`src/hdl/kwd_pkg.sv`:
```
// Constants, types and helpers of the keyed watchdog timer
`default_nettype none
package kwd_pkg;
	localparam int ADDR_W = 12;
	localparam logic [9:0] IDX_WDT = 10'h0e6;
	localparam logic [9:0] IDX_IRQ_STAT = 10'h0e7;
	localparam logic [9:0] IDX_IRQ_CLR = 10'h0e8;
	localparam logic [9:0] IDX_IRQ_EN = 10'h0e9;
	localparam int BIT_RUN = 15;
	localparam int BIT_ACT_RST = 14;
	localparam int BIT_RST_OCC = 13;
	localparam int BIT_NMI_OCC = 12;
	localparam int BIT_TEST = 11;
	localparam int CNT_W = 8;
	localparam logic [15:0] WDT_RST_VAL = 16'hc080;
	localparam logic [7:0] CNT_RST_VAL = 8'h80;
	localparam logic [15:0] KEY_UNLOCK_A = 16'h3333;
	localparam logic [15:0] KEY_UNLOCK_B = 16'hcccc;
	localparam logic [15:0] KEY_RESTART_A = 16'haaaa;
	localparam logic [15:0] KEY_RESTART_B = 16'h5555;
	localparam int EXP_BIT0 = 10;
	localparam int EXP_BIT1 = 20;
	localparam int TEST_EXP = 6;
	localparam int RST_HOLD_CYC = 16;
	localparam int IRQ_NMI = 0;
	localparam int IRQ_RST = 1;
	localparam int IRQ_W = 2;

	typedef struct packed {
		logic psel;
		logic penable;
		logic pwrite;
		logic [ADDR_W-1:0] paddr;
		logic [31:0] pwdata;
	} kwd_apb_req_t;

	typedef struct packed {
		logic pready;
		logic pslverr;
		logic [31:0] prdata;
	} kwd_apb_rsp_t;

	typedef enum logic [1:0] {KS_IDLE, KS_UNLK, KS_OPEN, KS_RSTK} kwd_key_state_t;

	function automatic logic [ADDR_W-1:0] kwd_byte_addr(input logic [9:0] idx);
		kwd_byte_addr = {idx, 2'b00};
	endfunction

	// Lowest set bit of the count field wins
	function automatic logic [5:0] kwd_exp_sel(input logic [CNT_W-1:0] f, input int e0,
			input int e1);
		kwd_exp_sel = 6'h00;
		for (int i = CNT_W - 1; i >= 1; i--) begin
			if (f[i]) begin
				kwd_exp_sel = 6'(e1 + i - 1);
			end
		end
		if (f[0]) begin
			kwd_exp_sel = 6'(e0);
		end
	endfunction
endpackage
`default_nettype wire

```
`src/hdl/kwd_keyed_watchdog_timer.sv`:
```
// Keyed watchdog timer top: APB slave, control/status, actions
//
// Our own choice: the APB interface to the registers.
`timescale 1ns/1ps
`default_nettype none
module kwd_keyed_watchdog_timer #(
	parameter int P_EXP_BIT0 = kwd_pkg::EXP_BIT0,
	parameter int P_EXP_BIT1 = kwd_pkg::EXP_BIT1,
	parameter int P_TEST_EXP = kwd_pkg::TEST_EXP,
	parameter int P_RST_HOLD = kwd_pkg::RST_HOLD_CYC
) (
	input wire logic i_mclk,
	input wire logic i_rst_n,
	input wire kwd_pkg::kwd_apb_req_t i_apb,
	output kwd_pkg::kwd_apb_rsp_t o_apb,
	output logic o_nmi_req,
	output logic o_sys_rst_req,
	output logic o_keep_straps,
	output logic o_irq
);
	import kwd_pkg::*;

	////////////////////////////////////////////////////////////////
	// Reset release
	logic rst_s1;
	logic rst_n;

	always_ff @(posedge i_mclk or negedge i_rst_n) begin
		if (!i_rst_n) begin
			rst_s1 <= 1'b0;
			rst_n <= 1'b0;
		end else begin
			rst_s1 <= 1'b1;
			rst_n <= rst_s1;
		end
	end

	////////////////////////////////////////////////////////////////
	// Declarations
	logic run;
	logic act_rst;
	logic rst_occ;
	logic nmi_occ;
	logic test;
	logic [CNT_W-1:0] cnt_field;
	logic cfg_done;
	logic timeout;
	logic nmi_fire;
	logic wdt_fire;
	logic acc;
	logic done;
	logic wr_ev;
	logic rd_ev;
	logic hit_wdt;
	logic hit_stat;
	logic hit_clr;
	logic hit_en;
	logic mapped;
	logic wdt_wr;
	logic wdt_rd;
	logic k_restart;
	logic k_cfg_wr;
	logic k_keyed_wr;
	logic k_keyed_rd;
	logic [15:0] wdt_view;
	logic [IRQ_W-1:0] irq_stat;
	logic [IRQ_W-1:0] irq_en;
	logic [IRQ_W-1:0] irq_set;
	logic [IRQ_W-1:0] next_irq_stat;
	logic [31:0] next_rdata;
	logic [7:0] hold_cnt;
	logic [IRQ_W-1:0] next_irq_en;
	logic [7:0] rst_len;

	////////////////////////////////////////////////////////////////
	// APB decode
	assign acc = i_apb.psel && i_apb.penable;
	assign done = acc && o_apb.pready;
	assign wr_ev = done && i_apb.pwrite;
	assign rd_ev = done && !i_apb.pwrite;
	assign hit_wdt = i_apb.paddr == kwd_byte_addr(IDX_WDT);
	assign hit_stat = i_apb.paddr == kwd_byte_addr(IDX_IRQ_STAT);
	assign hit_clr = i_apb.paddr == kwd_byte_addr(IDX_IRQ_CLR);
	assign hit_en = i_apb.paddr == kwd_byte_addr(IDX_IRQ_EN);
	assign mapped = hit_wdt || hit_stat || hit_clr || hit_en;
	assign wdt_wr = wr_ev && hit_wdt;
	assign wdt_rd = rd_ev && hit_wdt;

	// Count value deliberately absent from the view
	assign wdt_view = {run, act_rst, rst_occ, nmi_occ, test, 3'b000, cnt_field};

	always_comb begin
		next_rdata = 32'h0000_0000;
		if (hit_wdt) begin
			next_rdata = {16'h0000, wdt_view};
		end else if (hit_stat) begin
			next_rdata = {30'h0000_0000, irq_stat};
		end else if (hit_en) begin
			next_rdata = {30'h0000_0000, irq_en};
		end
	end

	// One wait state: ready rises in the second access cycle
	always_ff @(posedge i_mclk or negedge rst_n) begin
		if (!rst_n) begin
			o_apb <= '0;
		end else begin
			o_apb.pready <= acc && !o_apb.pready;
			if (acc && !o_apb.pready) begin
				o_apb.pslverr <= !mapped;
				o_apb.prdata <= i_apb.pwrite ? 32'h0000_0000 : next_rdata;
			end
		end
	end

	////////////////////////////////////////////////////////////////
	// Key sequences
	kwd_key_tracker u_keys (
		.i_clk(i_mclk),
		.i_rst_n(rst_n),
		.i_flush(wdt_fire),
		.i_wr(wdt_wr),
		.i_rd(wdt_rd),
		.i_wdata(i_apb.pwdata[15:0]),
		.o_restart(k_restart),
		.o_cfg_wr(k_cfg_wr),
		.o_keyed_wr(k_keyed_wr),
		.o_keyed_rd(k_keyed_rd)
	);

	////////////////////////////////////////////////////////////////
	// Counter
	kwd_wd_counter #(
		.EXP0(P_EXP_BIT0),
		.EXP1(P_EXP_BIT1),
		.TEXP(P_TEST_EXP)
	) u_cnt (
		.i_clk(i_mclk),
		.i_rst_n(rst_n),
		.i_run(run),
		.i_restart(k_restart || wdt_fire),
		.i_test(test),
		.i_field(cnt_field),
		.o_timeout(timeout)
	);

	////////////////////////////////////////////////////////////////
	// Timeout action
	assign wdt_fire = timeout && (act_rst || nmi_occ);
	assign nmi_fire = timeout && !act_rst && !nmi_occ;

	// Configuration, one write per reset
	always_ff @(posedge i_mclk or negedge rst_n) begin
		if (!rst_n) begin
			run <= WDT_RST_VAL[BIT_RUN];
			act_rst <= WDT_RST_VAL[BIT_ACT_RST];
			test <= WDT_RST_VAL[BIT_TEST];
			cnt_field <= CNT_RST_VAL;
			cfg_done <= 1'b0;
		end else if (wdt_fire) begin
			run <= WDT_RST_VAL[BIT_RUN];
			act_rst <= WDT_RST_VAL[BIT_ACT_RST];
			test <= WDT_RST_VAL[BIT_TEST];
			cnt_field <= CNT_RST_VAL;
			cfg_done <= 1'b0;
		end else if (k_cfg_wr && !cfg_done) begin
			run <= i_apb.pwdata[BIT_RUN];
			act_rst <= i_apb.pwdata[BIT_ACT_RST];
			test <= i_apb.pwdata[BIT_TEST];
			cnt_field <= i_apb.pwdata[CNT_W-1:0];
			cfg_done <= 1'b1;
		end
	end

	// Reset-occurred flag survives its own watchdog reset
	always_ff @(posedge i_mclk or negedge rst_n) begin
		if (!rst_n) begin
			rst_occ <= WDT_RST_VAL[BIT_RST_OCC];
		end else if (wdt_fire) begin
			rst_occ <= 1'b1;
		end else if (k_keyed_wr || k_keyed_rd) begin
			rst_occ <= 1'b0;
		end
	end

	// Set wins over a keyed clear in the same cycle
	always_ff @(posedge i_mclk or negedge rst_n) begin
		if (!rst_n) begin
			nmi_occ <= WDT_RST_VAL[BIT_NMI_OCC];
		end else if (wdt_fire) begin
			nmi_occ <= 1'b0;
		end else if (nmi_fire) begin
			nmi_occ <= 1'b1;
		end else if (k_keyed_wr) begin
			nmi_occ <= 1'b0;
		end
	end

	always_ff @(posedge i_mclk or negedge rst_n) begin
		if (!rst_n) begin
			o_nmi_req <= 1'b0;
		end else begin
			o_nmi_req <= nmi_fire;
		end
	end

	// System reset request held for a fixed number of cycles
	always_ff @(posedge i_mclk or negedge rst_n) begin
		if (!rst_n) begin
			hold_cnt <= 8'h00;
			o_sys_rst_req <= 1'b0;
		end else if (wdt_fire) begin
			hold_cnt <= 8'(P_RST_HOLD - 1);
			o_sys_rst_req <= 1'b1;
		end else if (hold_cnt != 8'h00) begin
			hold_cnt <= hold_cnt - 8'h01;
		end else begin
			o_sys_rst_req <= 1'b0;
		end
	end

	// Straps stay latched until an external reset
	always_ff @(posedge i_mclk or negedge rst_n) begin
		if (!rst_n) begin
			o_keep_straps <= 1'b0;
		end else if (wdt_fire) begin
			o_keep_straps <= 1'b1;
		end
	end

	////////////////////////////////////////////////////////////////
	// Interrupt status, clear and enable
	assign irq_set = {wdt_fire, nmi_fire};

	always_comb begin
		next_irq_stat = irq_stat;
		if (wr_ev && hit_clr) begin
			next_irq_stat = irq_stat & ~i_apb.pwdata[IRQ_W-1:0];
		end
		next_irq_stat = next_irq_stat | irq_set;
	end

	always_ff @(posedge i_mclk or negedge rst_n) begin
		if (!rst_n) begin
			irq_stat <= '0;
		end else begin
			irq_stat <= next_irq_stat;
		end
	end

	always_comb begin
		next_irq_en = irq_en;
		if (wr_ev && hit_en) begin
			next_irq_en = i_apb.pwdata[IRQ_W-1:0];
		end
	end

	always_ff @(posedge i_mclk or negedge rst_n) begin
		if (!rst_n) begin
			irq_en <= '0;
		end else begin
			irq_en <= next_irq_en;
		end
	end

	// Level follows status and enable with no extra lag
	always_ff @(posedge i_mclk or negedge rst_n) begin
		if (!rst_n) begin
			o_irq <= 1'b0;
		end else begin
			o_irq <= |(next_irq_stat & next_irq_en);
		end
	end

	// Cycles the reset request has stood so far
	always_ff @(posedge i_mclk or negedge rst_n) begin
		if (!rst_n) begin
			rst_len <= 8'h00;
		end else if (o_sys_rst_req) begin
			rst_len <= rst_len + 8'h01;
		end else begin
			rst_len <= 8'h00;
		end
	end
endmodule
`default_nettype wire

```
`src/hdl/kwd_wd_counter.sv`:
```
// Watchdog cycle counter with exponent select and test mode
`timescale 1ns/1ps
`default_nettype none
module kwd_wd_counter #(
	parameter int EXP0 = kwd_pkg::EXP_BIT0,
	parameter int EXP1 = kwd_pkg::EXP_BIT1,
	parameter int TEXP = kwd_pkg::TEST_EXP,
	parameter int CW = 28
) (
	input wire logic i_clk,
	input wire logic i_rst_n,
	input wire logic i_run,
	input wire logic i_restart,
	input wire logic i_test,
	input wire logic [kwd_pkg::CNT_W-1:0] i_field,
	output logic o_timeout
);
	import kwd_pkg::*;
	logic [CW-1:0] cnt;
	logic [CW-1:0] lim;
	logic [5:0] expo;
	logic valid;

	assign valid = |i_field;
	assign expo = i_test ? 6'(TEXP) : kwd_exp_sel(i_field, EXP0, EXP1);
	assign lim = (CW'(1) << expo) - CW'(1);
	// A shrunken period times out at once
	assign o_timeout = i_run && valid && (cnt >= lim);

	always_ff @(posedge i_clk or negedge i_rst_n) begin
		if (!i_rst_n) begin
			cnt <= '0;
		end else if (i_restart || o_timeout) begin
			cnt <= '0;
		end else if (i_run && valid) begin
			cnt <= cnt + CW'(1);
		end
	end
endmodule
`default_nettype wire

```
`src/hdl/kwd_key_tracker.sv`:
```
// Keyed write sequence tracker for the control/status register
`timescale 1ns/1ps
`default_nettype none
module kwd_key_tracker (
	input wire logic i_clk,
	input wire logic i_rst_n,
	input wire logic i_flush,
	input wire logic i_wr,
	input wire logic i_rd,
	input wire logic [15:0] i_wdata,
	output logic o_restart,
	output logic o_cfg_wr,
	output logic o_keyed_wr,
	output logic o_keyed_rd
);
	import kwd_pkg::*;
	kwd_key_state_t state;
	kwd_key_state_t next_state;

	assign o_restart = i_wr && state == KS_RSTK && i_wdata == KEY_RESTART_B;
	assign o_cfg_wr = i_wr && state == KS_OPEN;
	assign o_keyed_wr = o_cfg_wr || o_restart;
	assign o_keyed_rd = i_rd && state == KS_OPEN;

	always_comb begin
		next_state = state;
		if (i_rd || o_cfg_wr || o_restart) begin
			next_state = KS_IDLE;
		end else if (i_wr) begin
			case (i_wdata)
				KEY_UNLOCK_A: next_state = KS_UNLK;
				KEY_RESTART_A: next_state = KS_RSTK;
				KEY_UNLOCK_B: next_state = (state == KS_UNLK) ? KS_OPEN : KS_IDLE;
				default: next_state = KS_IDLE;
			endcase
		end
	end

	always_ff @(posedge i_clk or negedge i_rst_n) begin
		if (!i_rst_n) begin
			state <= KS_IDLE;
		end else if (i_flush) begin
			state <= KS_IDLE;
		end else begin
			state <= next_state;
		end
	end
endmodule
`default_nettype wire

```
`config.mk`:
```
export PLATFORM = sky130hd
export DESIGN_NAME = kwd_keyed_watchdog_timer
export DESIGN_NICKNAME = d
export VERILOG_FILES = /design/src/hdl/kwd_pkg.sv /design/src/hdl/kwd_keyed_watchdog_timer.sv /design/src/hdl/kwd_wd_counter.sv /design/src/hdl/kwd_key_tracker.sv
export SDC_FILE = /design/constraint.sdc
export NUM_CORES = 1
export LEC_CHECK = 0
export BUFFER_PORTS_ARGS = -buffer_cell sky130_fd_sc_hd__buf_2
export CAP_MARGIN = 40
export CORE_UTILIZATION = 45
export CTS_CLUSTER_DIAMETER = 60
export DETAILED_ROUTE_END_ITERATION = 16
export PLACE_DENSITY = 0.66
export RECOVER_POWER = 25
export SYNTH_ARGS = -nofsm -noshare
export SYNTH_HDL_FRONTEND = slang
export SYNTH_SLANG_ARGS = --single-unit
export TNS_END_PERCENT = 1
```
`constraint.sdc`:
```
create_clock -name i_mclk -period 6.56 [get_ports i_mclk]
set_input_delay 0.984 -clock i_mclk [delete_from_list [all_inputs] [get_ports i_mclk]]
set_output_delay 0.984 -clock i_mclk [all_outputs]
set_load 0.05 [all_outputs]
```
-- Yosys cells after proc, flatten, opt, wreduce, memory -nomap -nowiden
Index checks and enable logic that the tools add are counted.
- $add $sub $neg: 3
- order comparisons: 1
- equal/unequal tests: 12
- shift operators: 1
- multiplexer cells: 41
- bitwise logic cells: 4
- reduce and logical (&&, ||, !) cells: 44
- operator list (cell ; count):
    two-way mux 32 bit ; 3
    two-way mux 28 bit ; 2
    == test 12 x 10 -> 1 bit, second input constant ; 4
    two-way mux 6 bit ; 8
    == test 16 bit, second input constant ; 2
    two-way mux 8 bit ; 4
    adder 28 x 1 -> 28 bit, second input constant ; 1
    greater-or-equal comparator 28 bit ; 1
    << shifter 1 x 6 -> 28 bit, first input constant ; 1
    subtractor 28 x 2 -> 28 bit, second input constant ; 1
    logical AND 1 bit ; 19
    == test 16 x 14 -> 1 bit, second input constant ; 1
    == test 16 x 15 -> 1 bit, second input constant ; 1
    two-way mux 1 bit ; 15
    two-way mux 2 bit ; 7
    logical OR 1 bit ; 10
    nonzero test 2 bit ; 4
    nonzero test 8 bit ; 1
    OR reduction 8 bit ; 1
    subtractor 8 x 1 -> 8 bit, second input constant ; 1
    logical NOT 1 bit ; 6
    one-hot mux 2 bit (3 select lines) ; 1
    nonzero test 3 bit ; 2
    two-way mux 5 bit ; 1
    7 further kinds ; 9
- flip-flop bits (word level): 96
- input bits: 49
- output and inout bits: 38
- logic and storage cells: 127

-- Logic depth before layout (Yosys ltp)
Gate-level depths: netlist of the first run.
- word-level depth: 18
- mapped depth: 20
- mapped depth without buffers: 16

-- Modules after synthesis
From an unflattened synthesis of the first run, not the netlist that was laid out.
- cells, all modules: 519
- area, all modules: 5018.6 sq um
- modules (own cells, without submodules) (module ; times used ; cells an instance ; area an instance (sq um) ; sequential area each (sq um)):
    kwd_wd_counter ; 1 ; 270 ; 2507.4 ; 700.7
    kwd_keyed_watchdog_timer ; 1 ; 222 ; 2243.4 ; 1179.9
    kwd_key_tracker ; 1 ; 27 ; 267.8 ; 50.0

-- Worst setup path before layout of the first run
Ideal clock, no wire load.
- kind: register -> register
- from: register cnt_field[3]
- to: register o_keep_straps
- library setup time: 0.127 ns
- data arrival time: 4.690 ns
- data required time: 6.433 ns
- slack: 1.742 ns
- stages on the path, launching flop included: 21
- path buffers: 4
- period minus slack after synthesis: 4.818 ns
- cell sequence: dfrtp_1 or4_1 or4_1 buf_2 clkbuf_1 nor3_1 inv_1 ha_1 clkbuf_1 nand2_1 nor2_1 a2111oi_0 o21ai_0 ha_1 and4_1 and3_1 a211o_1 nor2_1 a211oi_1 clkbuf_1 or2_2
- longest elaborated chain between the ends: 10
- elaborated cells between the ends (all ways): 12
- classes of those cells: add/sub (1); order compare (1); shift (1); mux (5); reduce/logical (4)
- RTL lines (what ; RTL line ; text):
    start, declared ; kwd_keyed_watchdog_timer.sv:45 ; logic [CNT_W-1:0] cnt_field;
    start signal, assigned ; kwd_keyed_watchdog_timer.sv:170 ; cnt_field <= i_apb.pwdata[CNT_W-1:0];
    two-way mux 6 bit (3 in series) ; kwd_pkg.sv:54 ; if (f[i]) begin
    two-way mux 6 bit ; kwd_pkg.sv:58 ; if (f[0]) begin
    two-way mux 6 bit ; kwd_wd_counter.sv:25 ; assign expo = i_test ? 6'(TEXP) : kwd_exp_sel(i_field, EXP0, EXP1);
    << shifter 1 x 6 -> 28 bit ; kwd_wd_counter.sv:26 ; assign lim = (CW'(1) << expo) - CW'(1);
    subtractor 28 x 2 -> 28 bit ; kwd_wd_counter.sv:26 ;
    greater-or-equal comparator 28 bit ; kwd_wd_counter.sv:28 ; assign o_timeout = i_run && valid && (cnt >= lim);
    logical AND 1 bit (*) ; kwd_wd_counter.sv:28 ;
    logical AND 1 bit (*) ; kwd_keyed_watchdog_timer.sv:149 ; assign wdt_fire = timeout && (act_rst || nmi_occ);
    end signal, assigned ; kwd_keyed_watchdog_timer.sv:225 ; o_keep_straps <= 1'b0;
    end signal, assigned ; kwd_keyed_watchdog_timer.sv:227 ; o_keep_straps <= 1'b1;
    end, declared ; kwd_keyed_watchdog_timer.sv:18 ; output logic o_keep_straps,
Mark *: on every way between the ends. The rest lies on a longest branch, timed or not.
A chain may end at the register's enable or synchronous reset.

-- Worst setup path in the final report of the first run
- from: register cnt_field[3]
- to: register u_cnt.cnt[21]
- longest elaborated chain between the ends: 13
- elaborated cells between the ends (all ways): 16
- classes of those cells: add/sub (1); order compare (1); shift (1); mux (6); reduce/logical (7)
- RTL lines (what ; RTL line ; text):
    two-way mux 6 bit (3 in series) ; kwd_pkg.sv:54 ;
    two-way mux 6 bit ; kwd_pkg.sv:58 ;
    two-way mux 6 bit ; kwd_wd_counter.sv:25 ;
    << shifter 1 x 6 -> 28 bit ; kwd_wd_counter.sv:26 ;
    subtractor 28 x 2 -> 28 bit ; kwd_wd_counter.sv:26 ;
    greater-or-equal comparator 28 bit ; kwd_wd_counter.sv:28 ;
    logical AND 1 bit ; kwd_wd_counter.sv:28 ;
    logical AND 1 bit ; kwd_keyed_watchdog_timer.sv:149 ;
    logical OR 1 bit ; kwd_keyed_watchdog_timer.sv:141 ; .i_restart(k_restart || wdt_fire),
    logical OR 1 bit ; kwd_wd_counter.sv:33 ; end else if (i_restart || o_timeout) begin
    two-way mux 28 bit / nonzero test 2 bit (equally long branches) ; - ;
    end signal, assigned ; kwd_wd_counter.sv:36 ; cnt <= cnt + CW'(1);
    end, declared ; kwd_wd_counter.sv:19 ; logic [CW-1:0] cnt;
Parallel ways exist; a longest one is shown, timed or not.

==> results.sh, run 1 <==
export IMPL_drc_errors=0
export IMPL_p_comb_share_pct=6.7
export IMPL_ys_types=71
export IMPL_drive_gt1_share_pct=17.5
export IMPL_fp_coreArea_um2=10500
export IMPL_max_freq_ghz=0.192
export IMPL_slew_viol_final=67
export IMPL_swShare_pct=25.6
export IMPL_fin_crit_sh_pct=79.2
export IMPL_clock_latency_ns=0.37
export IMPL_power_share_clock_pct=42.9
export IMPL_yosysSeqAreaShare_pct=38.9
export IMPL_dr_total_vias=3979
export IMPL_drt_iter0_markers=192
export IMPL_initial_core_util_pct=47.2
export IMPL_wl_mm=11.2
export IMPL_finalCriticalPeriod_ns=5.20
export IMPL_synthMostInstantiatedCell="dfrtp_1"
export IMPL_diodes=0
export IMPL_synthTopCellsByCount="dfrtp_1, nand2_1, nor2_1"
export IMPL_worst_ep_required_time_ns=6.81
export IMPL_grt_pass1_wl_mm=18.6
export IMPL_worstPathArrival_ns=5.45
export IMPL_internal_power_mw=0.706
export IMPL_drtAntennaViolNets=0
export IMPL_antenna_found_initial=0
export IMPL_violations="capacitance limit, slew limit"
export IMPL_cts_setup_buffers=0
export IMPL_power_switching_mw=0.243
export IMPL_synth_top_cell_area_share_pct=37.3
export IMPL_routabilityCongestion=0.869
export IMPL_ys_ff_latch=77
export IMPL_critPathMaxFanout=16
export IMPL_grt_start_max_net_pins=67
export IMPL_synth_area_leaders="dfrtp_1, ha_1, nand2_1, xnor2_1, nor2_1"
export IMPL_reg2reg_depth=17
export IMPL_grt_pass1_vias=3771
export IMPL_netlist_area_um2=4960
export IMPL_dr_pass1_iters=4
export IMPL_end_kind="flip-flop"
export IMPL_rows=37
export IMPL_leakage_nw=2.46
export IMPL_hold_violations=0
export IMPL_fin_skew_ns=0.0151
export IMPL_outcome="complete, but fails checks"
export IMPL_htree_num_levels=3
export IMPL_die_area_um2=11500
export IMPL_crit_buf_inv=3
export IMPL_place_inst=703
export IMPL_r2r_end="u_cnt.cnt[21]"
export IMPL_io_buffers=51
export IMPL_area_delta_synth_final_pct=10.8
export IMPL_overflow=0
export IMPL_tightest_slew_ns=3.55
export IMPL_finalSetupViolCount=0
export IMPL_nFillCells=943
export IMPL_async_reset_ff_share_pct=100
export IMPL_critical_path_class="reg -> reg"
export IMPL_hold_path_class="reg -> async"
export IMPL_yosys_warnings=0
export IMPL_cts_resized=0
export IMPL_instances_no_fill=719
export IMPL_post_drt_wl_per_cell_um=15.6
export IMPL_cts_tree="done"
export IMPL_io_pins=87
export IMPL_grt_util_all_layers_pct=20.9
export IMPL_peakVddDrop_mv=0.126
export IMPL_cp_start_kind="flip-flop"
export IMPL_cts_root_buf="clkbuf_8"
export IMPL_powerDensity_nw_per_um2=172
export IMPL_path_delay_family="simple AND/OR/NAND/NOR gates"
export IMPL_cts_path_max_buffers=2
export IMPL_hpwl_mm=8.01
export IMPL_tns_ns=0
export IMPL_syn_area_per_cell_um2=9.39
export IMPL_synthCells=529
export IMPL_drv_cap=1
export IMPL_cp_cell_sequence="or4_1 > or4_1 > buf_4 > nor3_1 > inv_1 > ha_1 > nand2_1 > nor2_1 > a2111oi_0 > o21ai_0 > ha_1 > and4_1 > and3_1 > o211ai_1 > o211ai_2 > buf_4 > nor2_1"
export IMPL_synth_largest_area_cell="dfrtp_1"
export IMPL_critPathSlowestCell="o211ai_2"
export IMPL_die_w_um=107
export IMPL_reg2reg_setup_slack_ns=1.36
export IMPL_numCtsBuffers=9
export IMPL_grt_setup_unrepaired="no"
export IMPL_cts_hold_buf=0
export IMPL_timing_slew_headroom_pct=-137
export IMPL_synthFlopType="dfrtp_1"
export IMPL_cts_sinks=77
export IMPL_via_per_inst=5.53
export IMPL_final_nets=659
export IMPL_synth_edf_count=0
export IMPL_r2r_start="cnt_field[3]"
export IMPL_clk_pin_slew_ns=0.08
export IMPL_cpPeakStageDelay_ns=0.61
export IMPL_die_h_um=107
export IMPL_power_frac_seq_pct=50.4
[layout by cell type (no fill, tap or decap), types with 12 or more instances in the layout]
master / Yosys / final
ha_1: 32 / 32
nand4_1: 12 / 12
xor2_1: 13 / 13
nor2_1: 51 / 51
o21ai_0: 14 / 14
nand3_1: 16 / 16
conb_1: 2 / 22
nand2_1: 55 / 55
dfrtp_1: 74 / 74
a22o_1: 12 / 12
inv_1: 19 / 19
a21oi_1: 28 / 28
xnor2_1: 22 / 22
buf_2: 5 / 50
[worst reg2reg max path: stages (launching register included)]
cell       delay, ns
dfrtp_1         0.42
or4_1           0.55
or4_1           0.40
buf_4           0.21
nor3_1          0.23
inv_1           0.10
ha_1            0.35
nand2_1         0.19
nor2_1          0.06
a2111oi_0       0.35
o21ai_0         0.18
ha_1            0.35
and4_1          0.24
and3_1          0.19
o211ai_1        0.24
o211ai_2        0.61
buf_4           0.33
nor2_1          0.08
[cell type report]
class | count | area, um^2 | area share (%)
flip-flops and latches | 77 | 1930 | 35.1
clock inverters | 5 | 85.1 | 1.55
clock buffers | 11 | 131 | 2.39
multi-input cells | 412 | 2800 | 50.8
inverters | 19 | 71.3 | 1.30
repair buffers | 59 | 318 | 5.78
well taps | 136 | 170 | 3.09
[stage by stage]
| stage | hold slack [ns] | total power [mW] | worst slack [ns] | instance area [um^2] | utilization [%] |
|---|---|---|---|---|---|
| after floorplan | 0.331 | 0.540 | 1.74 | 5040 | - |
| after global placement | 0.116 | 0.551 | 1.52 | 5250 | 50.0 |
| after CTS | 0.129 | 0.959 | 1.34 | 5530 | 52.6 |
| after detailed placement | 0.120 | 0.554 | 1.37 | 5310 | 50.5 |
| after global routing | 0.209 | 0.984 | 0.870 | 5500 | 52.4 |
| final | 0.157 | 0.949 | 1.36 | 5500 | 52.4 |
[routing by layer]
metal / wire, um / GRT usage, % / up-vias
li1: - / - / 1967
met2: 5270 / 33.8 / 91
met4: 192 / 8.61 / 0
met3: 408 / 4.01 / 13
met5: 0 / 0 / -
met1: 5320 / 27.4 / 1908
[power groups by stage]
stage               clock network [mW]  logic, mW  registers [mW]
floorplan                            0     0.0428           0.497
global placement                     0     0.0635           0.488
CTS                              0.415     0.0663           0.478
finish                           0.407     0.0639           0.478
detailed placement                   0     0.0663           0.488
global route                     0.436     0.0691           0.479
[cell families after synthesis]
group / Yosys count / synth area share (%)
xor+xnor: 35 / 6.17
mux: 7 / 1.44
buf+inv: 60 / 6.55
fa+ha+maj: 32 / 8.06
compound gates: 111 / 16.5
flops: 77 / 38.9
other cells: 2 / 0.151
simple gates: 205 / 22.3
[how the worst max path moves through the flow]
stage,start,endpoint,slack [ns],cells past startpoint
4_1_cts,cnt_field[3],u_cnt.cnt[25],1.34,17
3_3_place_gp,cnt_field[3],u_cnt.cnt[21],1.52,17
2_1_floorplan,cnt_field[3],o_keep_straps,1.74,20
6_report,cnt_field[3],u_cnt.cnt[21],1.36,17
3_5_place_dp,cnt_field[3],u_cnt.cnt[25],1.37,17
5_1_grt,cnt_field[3],u_cnt.cnt[16],0.87,17
[flip-flops by register name, summed over array words and instances, names as in the netlist, 2 cells and up]
register / flops
cnt_field: 8
hold_cnt: 8
irq_en: 2
irq_stat: 2
o_apb: 15
u_cnt.cnt: 28
u_keys.state: 2
Power figures use the tool's default switching activity.
==> inputs of run 2 (changes only) <==
==> constraint.sdc (replaced) <==
create_clock -name i_mclk -period 5.23 [get_ports i_mclk]
set_input_delay 0.7845 -clock i_mclk [delete_from_list [all_inputs] [get_ports i_mclk]]
set_output_delay 0.7845 -clock i_mclk [all_outputs]
set_load 0.05 [all_outputs]
==> results.sh, run 2 (synthesis gave the netlist of run 1 again) <==
export IMPL_final_cell_mix="dfrtp_1, nand2_1, nor2_1"
export IMPL_antenna_found_initial=0
export IMPL_diodes=0
export IMPL_die_h_um=107
export IMPL_die_w_um=107
export IMPL_via_per_inst=5.60
export IMPL_max_freq_ghz=0.207
export IMPL_clk_pin_slew_ns=0.09
export IMPL_cts_setup_buffers=0
export IMPL_regMostFlops="u_cnt.cnt"
export IMPL_reg2reg_depth=17
export IMPL_finalSetupViolCount=0
export IMPL_fin_crit_sh_pct=92.2
export IMPL_timing_slew_headroom_pct=-45.1
export IMPL_io_buffers=51
export IMPL_worst_ep_required_time_ns=5.45
export IMPL_clock_latency_ns=0.34
export IMPL_dr_total_vias=4040
export IMPL_finalCriticalPeriod_ns=4.82
export IMPL_peakVddDrop_mv=0.104
export IMPL_cts_resized=0
export IMPL_fin_skew_ns=0.0135
export IMPL_end_kind="flip-flop"
export IMPL_grt_pass1_vias=3989
export IMPL_rows=37
export IMPL_r2r_end="o_keep_straps"
export IMPL_area_delta_synth_final_pct=10.4
export IMPL_fp_coreArea_um2=10500
export IMPL_slew_viol_final=43
export IMPL_hpwl_mm=8.28
export IMPL_leakage_nw=2.46
export IMPL_r2r_start="cnt_field[3]"
export IMPL_worstPathArrival_ns=5.04
export IMPL_critPathMaxFanout=19
export IMPL_drt_iter0_markers=166
export IMPL_cp_start_kind="flip-flop"
export IMPL_layout_commonest_cell="dfrtp_1"
export IMPL_cts_tree="done"
export IMPL_tightest_slew_ns=2.18
export IMPL_critical_path_class="reg -> reg"
export IMPL_largest_register_ffs=28
export IMPL_initial_core_util_pct=47.2
export IMPL_overflow=0
export IMPL_drc_errors=0
export IMPL_hold_violations=0
export IMPL_wl_mm=11.0
export IMPL_cts_root_buf="clkbuf_8"
export IMPL_reg2reg_setup_slack_ns=0.41
export IMPL_drive_gt1_share_pct=17.9
export IMPL_regArea_um2=1930
export IMPL_final_nets=662
export IMPL_cts_hold_buf=0
export IMPL_post_drt_wl_per_cell_um=15.3
export IMPL_drtAntennaViolNets=0
export IMPL_total_power_mw=1.08
export IMPL_grt_start_max_net_pins=43
export IMPL_hold_path_class="in -> async"
export IMPL_outcome="complete, but fails checks"
export IMPL_io_pins=87
export IMPL_multi_input_area_um2=2800
export IMPL_top_regs="u_cnt.cnt: 28 flops, o_apb: 15 flops"
export IMPL_violations="capacitance limit, slew limit"
export IMPL_numCtsBuffers=9
export IMPL_htree_num_levels=3
export IMPL_tns_ns=0
export IMPL_powerDensity_nw_per_um2=198
export IMPL_grt_util_all_layers_pct=20.7
export IMPL_cts_path_max_buffers=2
export IMPL_cts_sinks=77
export IMPL_drv_cap=1
export IMPL_grt_pass1_wl_mm=18.8
export IMPL_die_area_um2=11500
export IMPL_grt_setup_unrepaired="no"
export IMPL_routabilityCongestion=0.893
export IMPL_nFillCells=951
export IMPL_dr_pass1_iters=4
## run 2: cell types whose count changed in the layout (fill, tap and decap cells not counted), sizes merged
cell	delta
clkbuf	-1
inv	+3
bufinv	-2
buf	+3
## run 2: cell type report
cell class,count,share of cell area [%]
multi-input combinational,412,51.0
clock inverter,6,0.799
timing repair buffer,62,6.28
tap,136,3.10
clock buffer,10,2.33
inverter,19,1.30
sequential,77,35.2
## run 2: stage by stage
step           util (%)  instances  hold WS [ns]  setup slack [ns]  cell area (um^2)
3_5_place_dp       50.6        706         0.352             0.406              5320
4_1_cts            52.2        722         0.188             0.391              5490
3_3_place_gp       50.2        702         0.338             0.415              5280
6_report           52.2        722         0.210             0.410              5480
2_1_floorplan         -        549         0.331             0.412              5040
5_1_grt            52.2        722         0.191            0.0871              5480
## run 2: worst max path at each step
stage | from | endpoint | slack [ns]
after floorplan | cnt_field[3] | o_keep_straps | 0.41
after global placement | cnt_field[3] | u_cnt.cnt[25] | 0.42
after detailed placement | cnt_field[3] | o_keep_straps | 0.41
after CTS | cnt_field[3] | o_keep_straps | 0.39
after global routing | cnt_field[3] | cnt_field[7] | 0.09
final | cnt_field[3] | o_keep_straps | 0.41
## run 2: critical path: stages, from the launching register on
cell and delay [ns]:
dfrtp_1 0.42, or4_1 0.55, or4_1 0.46, nor3_1 0.26, inv_1 0.11, ha_1 0.20
nand2_1 0.13, nor2_1 0.06, a2111oi_0 0.42, o21ai_0 0.15, ha_1 0.32, and4_1 0.24
and3_1 0.18, a211o_1 0.31, nor2_1 0.20, a211oi_2 0.18, buf_4 0.24, or2_2 0.28
## run 2: where the power goes
group / switching, mW / leakage (nW) / internal [mW]
sequential: 0.00600 / 0.933 / 0.597
clock: 0.229 / 0.0875 / 0.176
combinational: 0.0593 / 1.44 / 0.0169
## run 2: per-layer routing
| metal | track usage (%) | vias up | wire length, um |
|---|---|---|---|
| met4 | 6.85 | 0 | 137 |
| li1 | - | 1973 | - |
| met3 | 3.59 | 10 | 430 |
| met2 | 34.9 | 102 | 5330 |
| met1 | 26.9 | 1955 | 5120 |
| met5 | 0 | - | 0 |
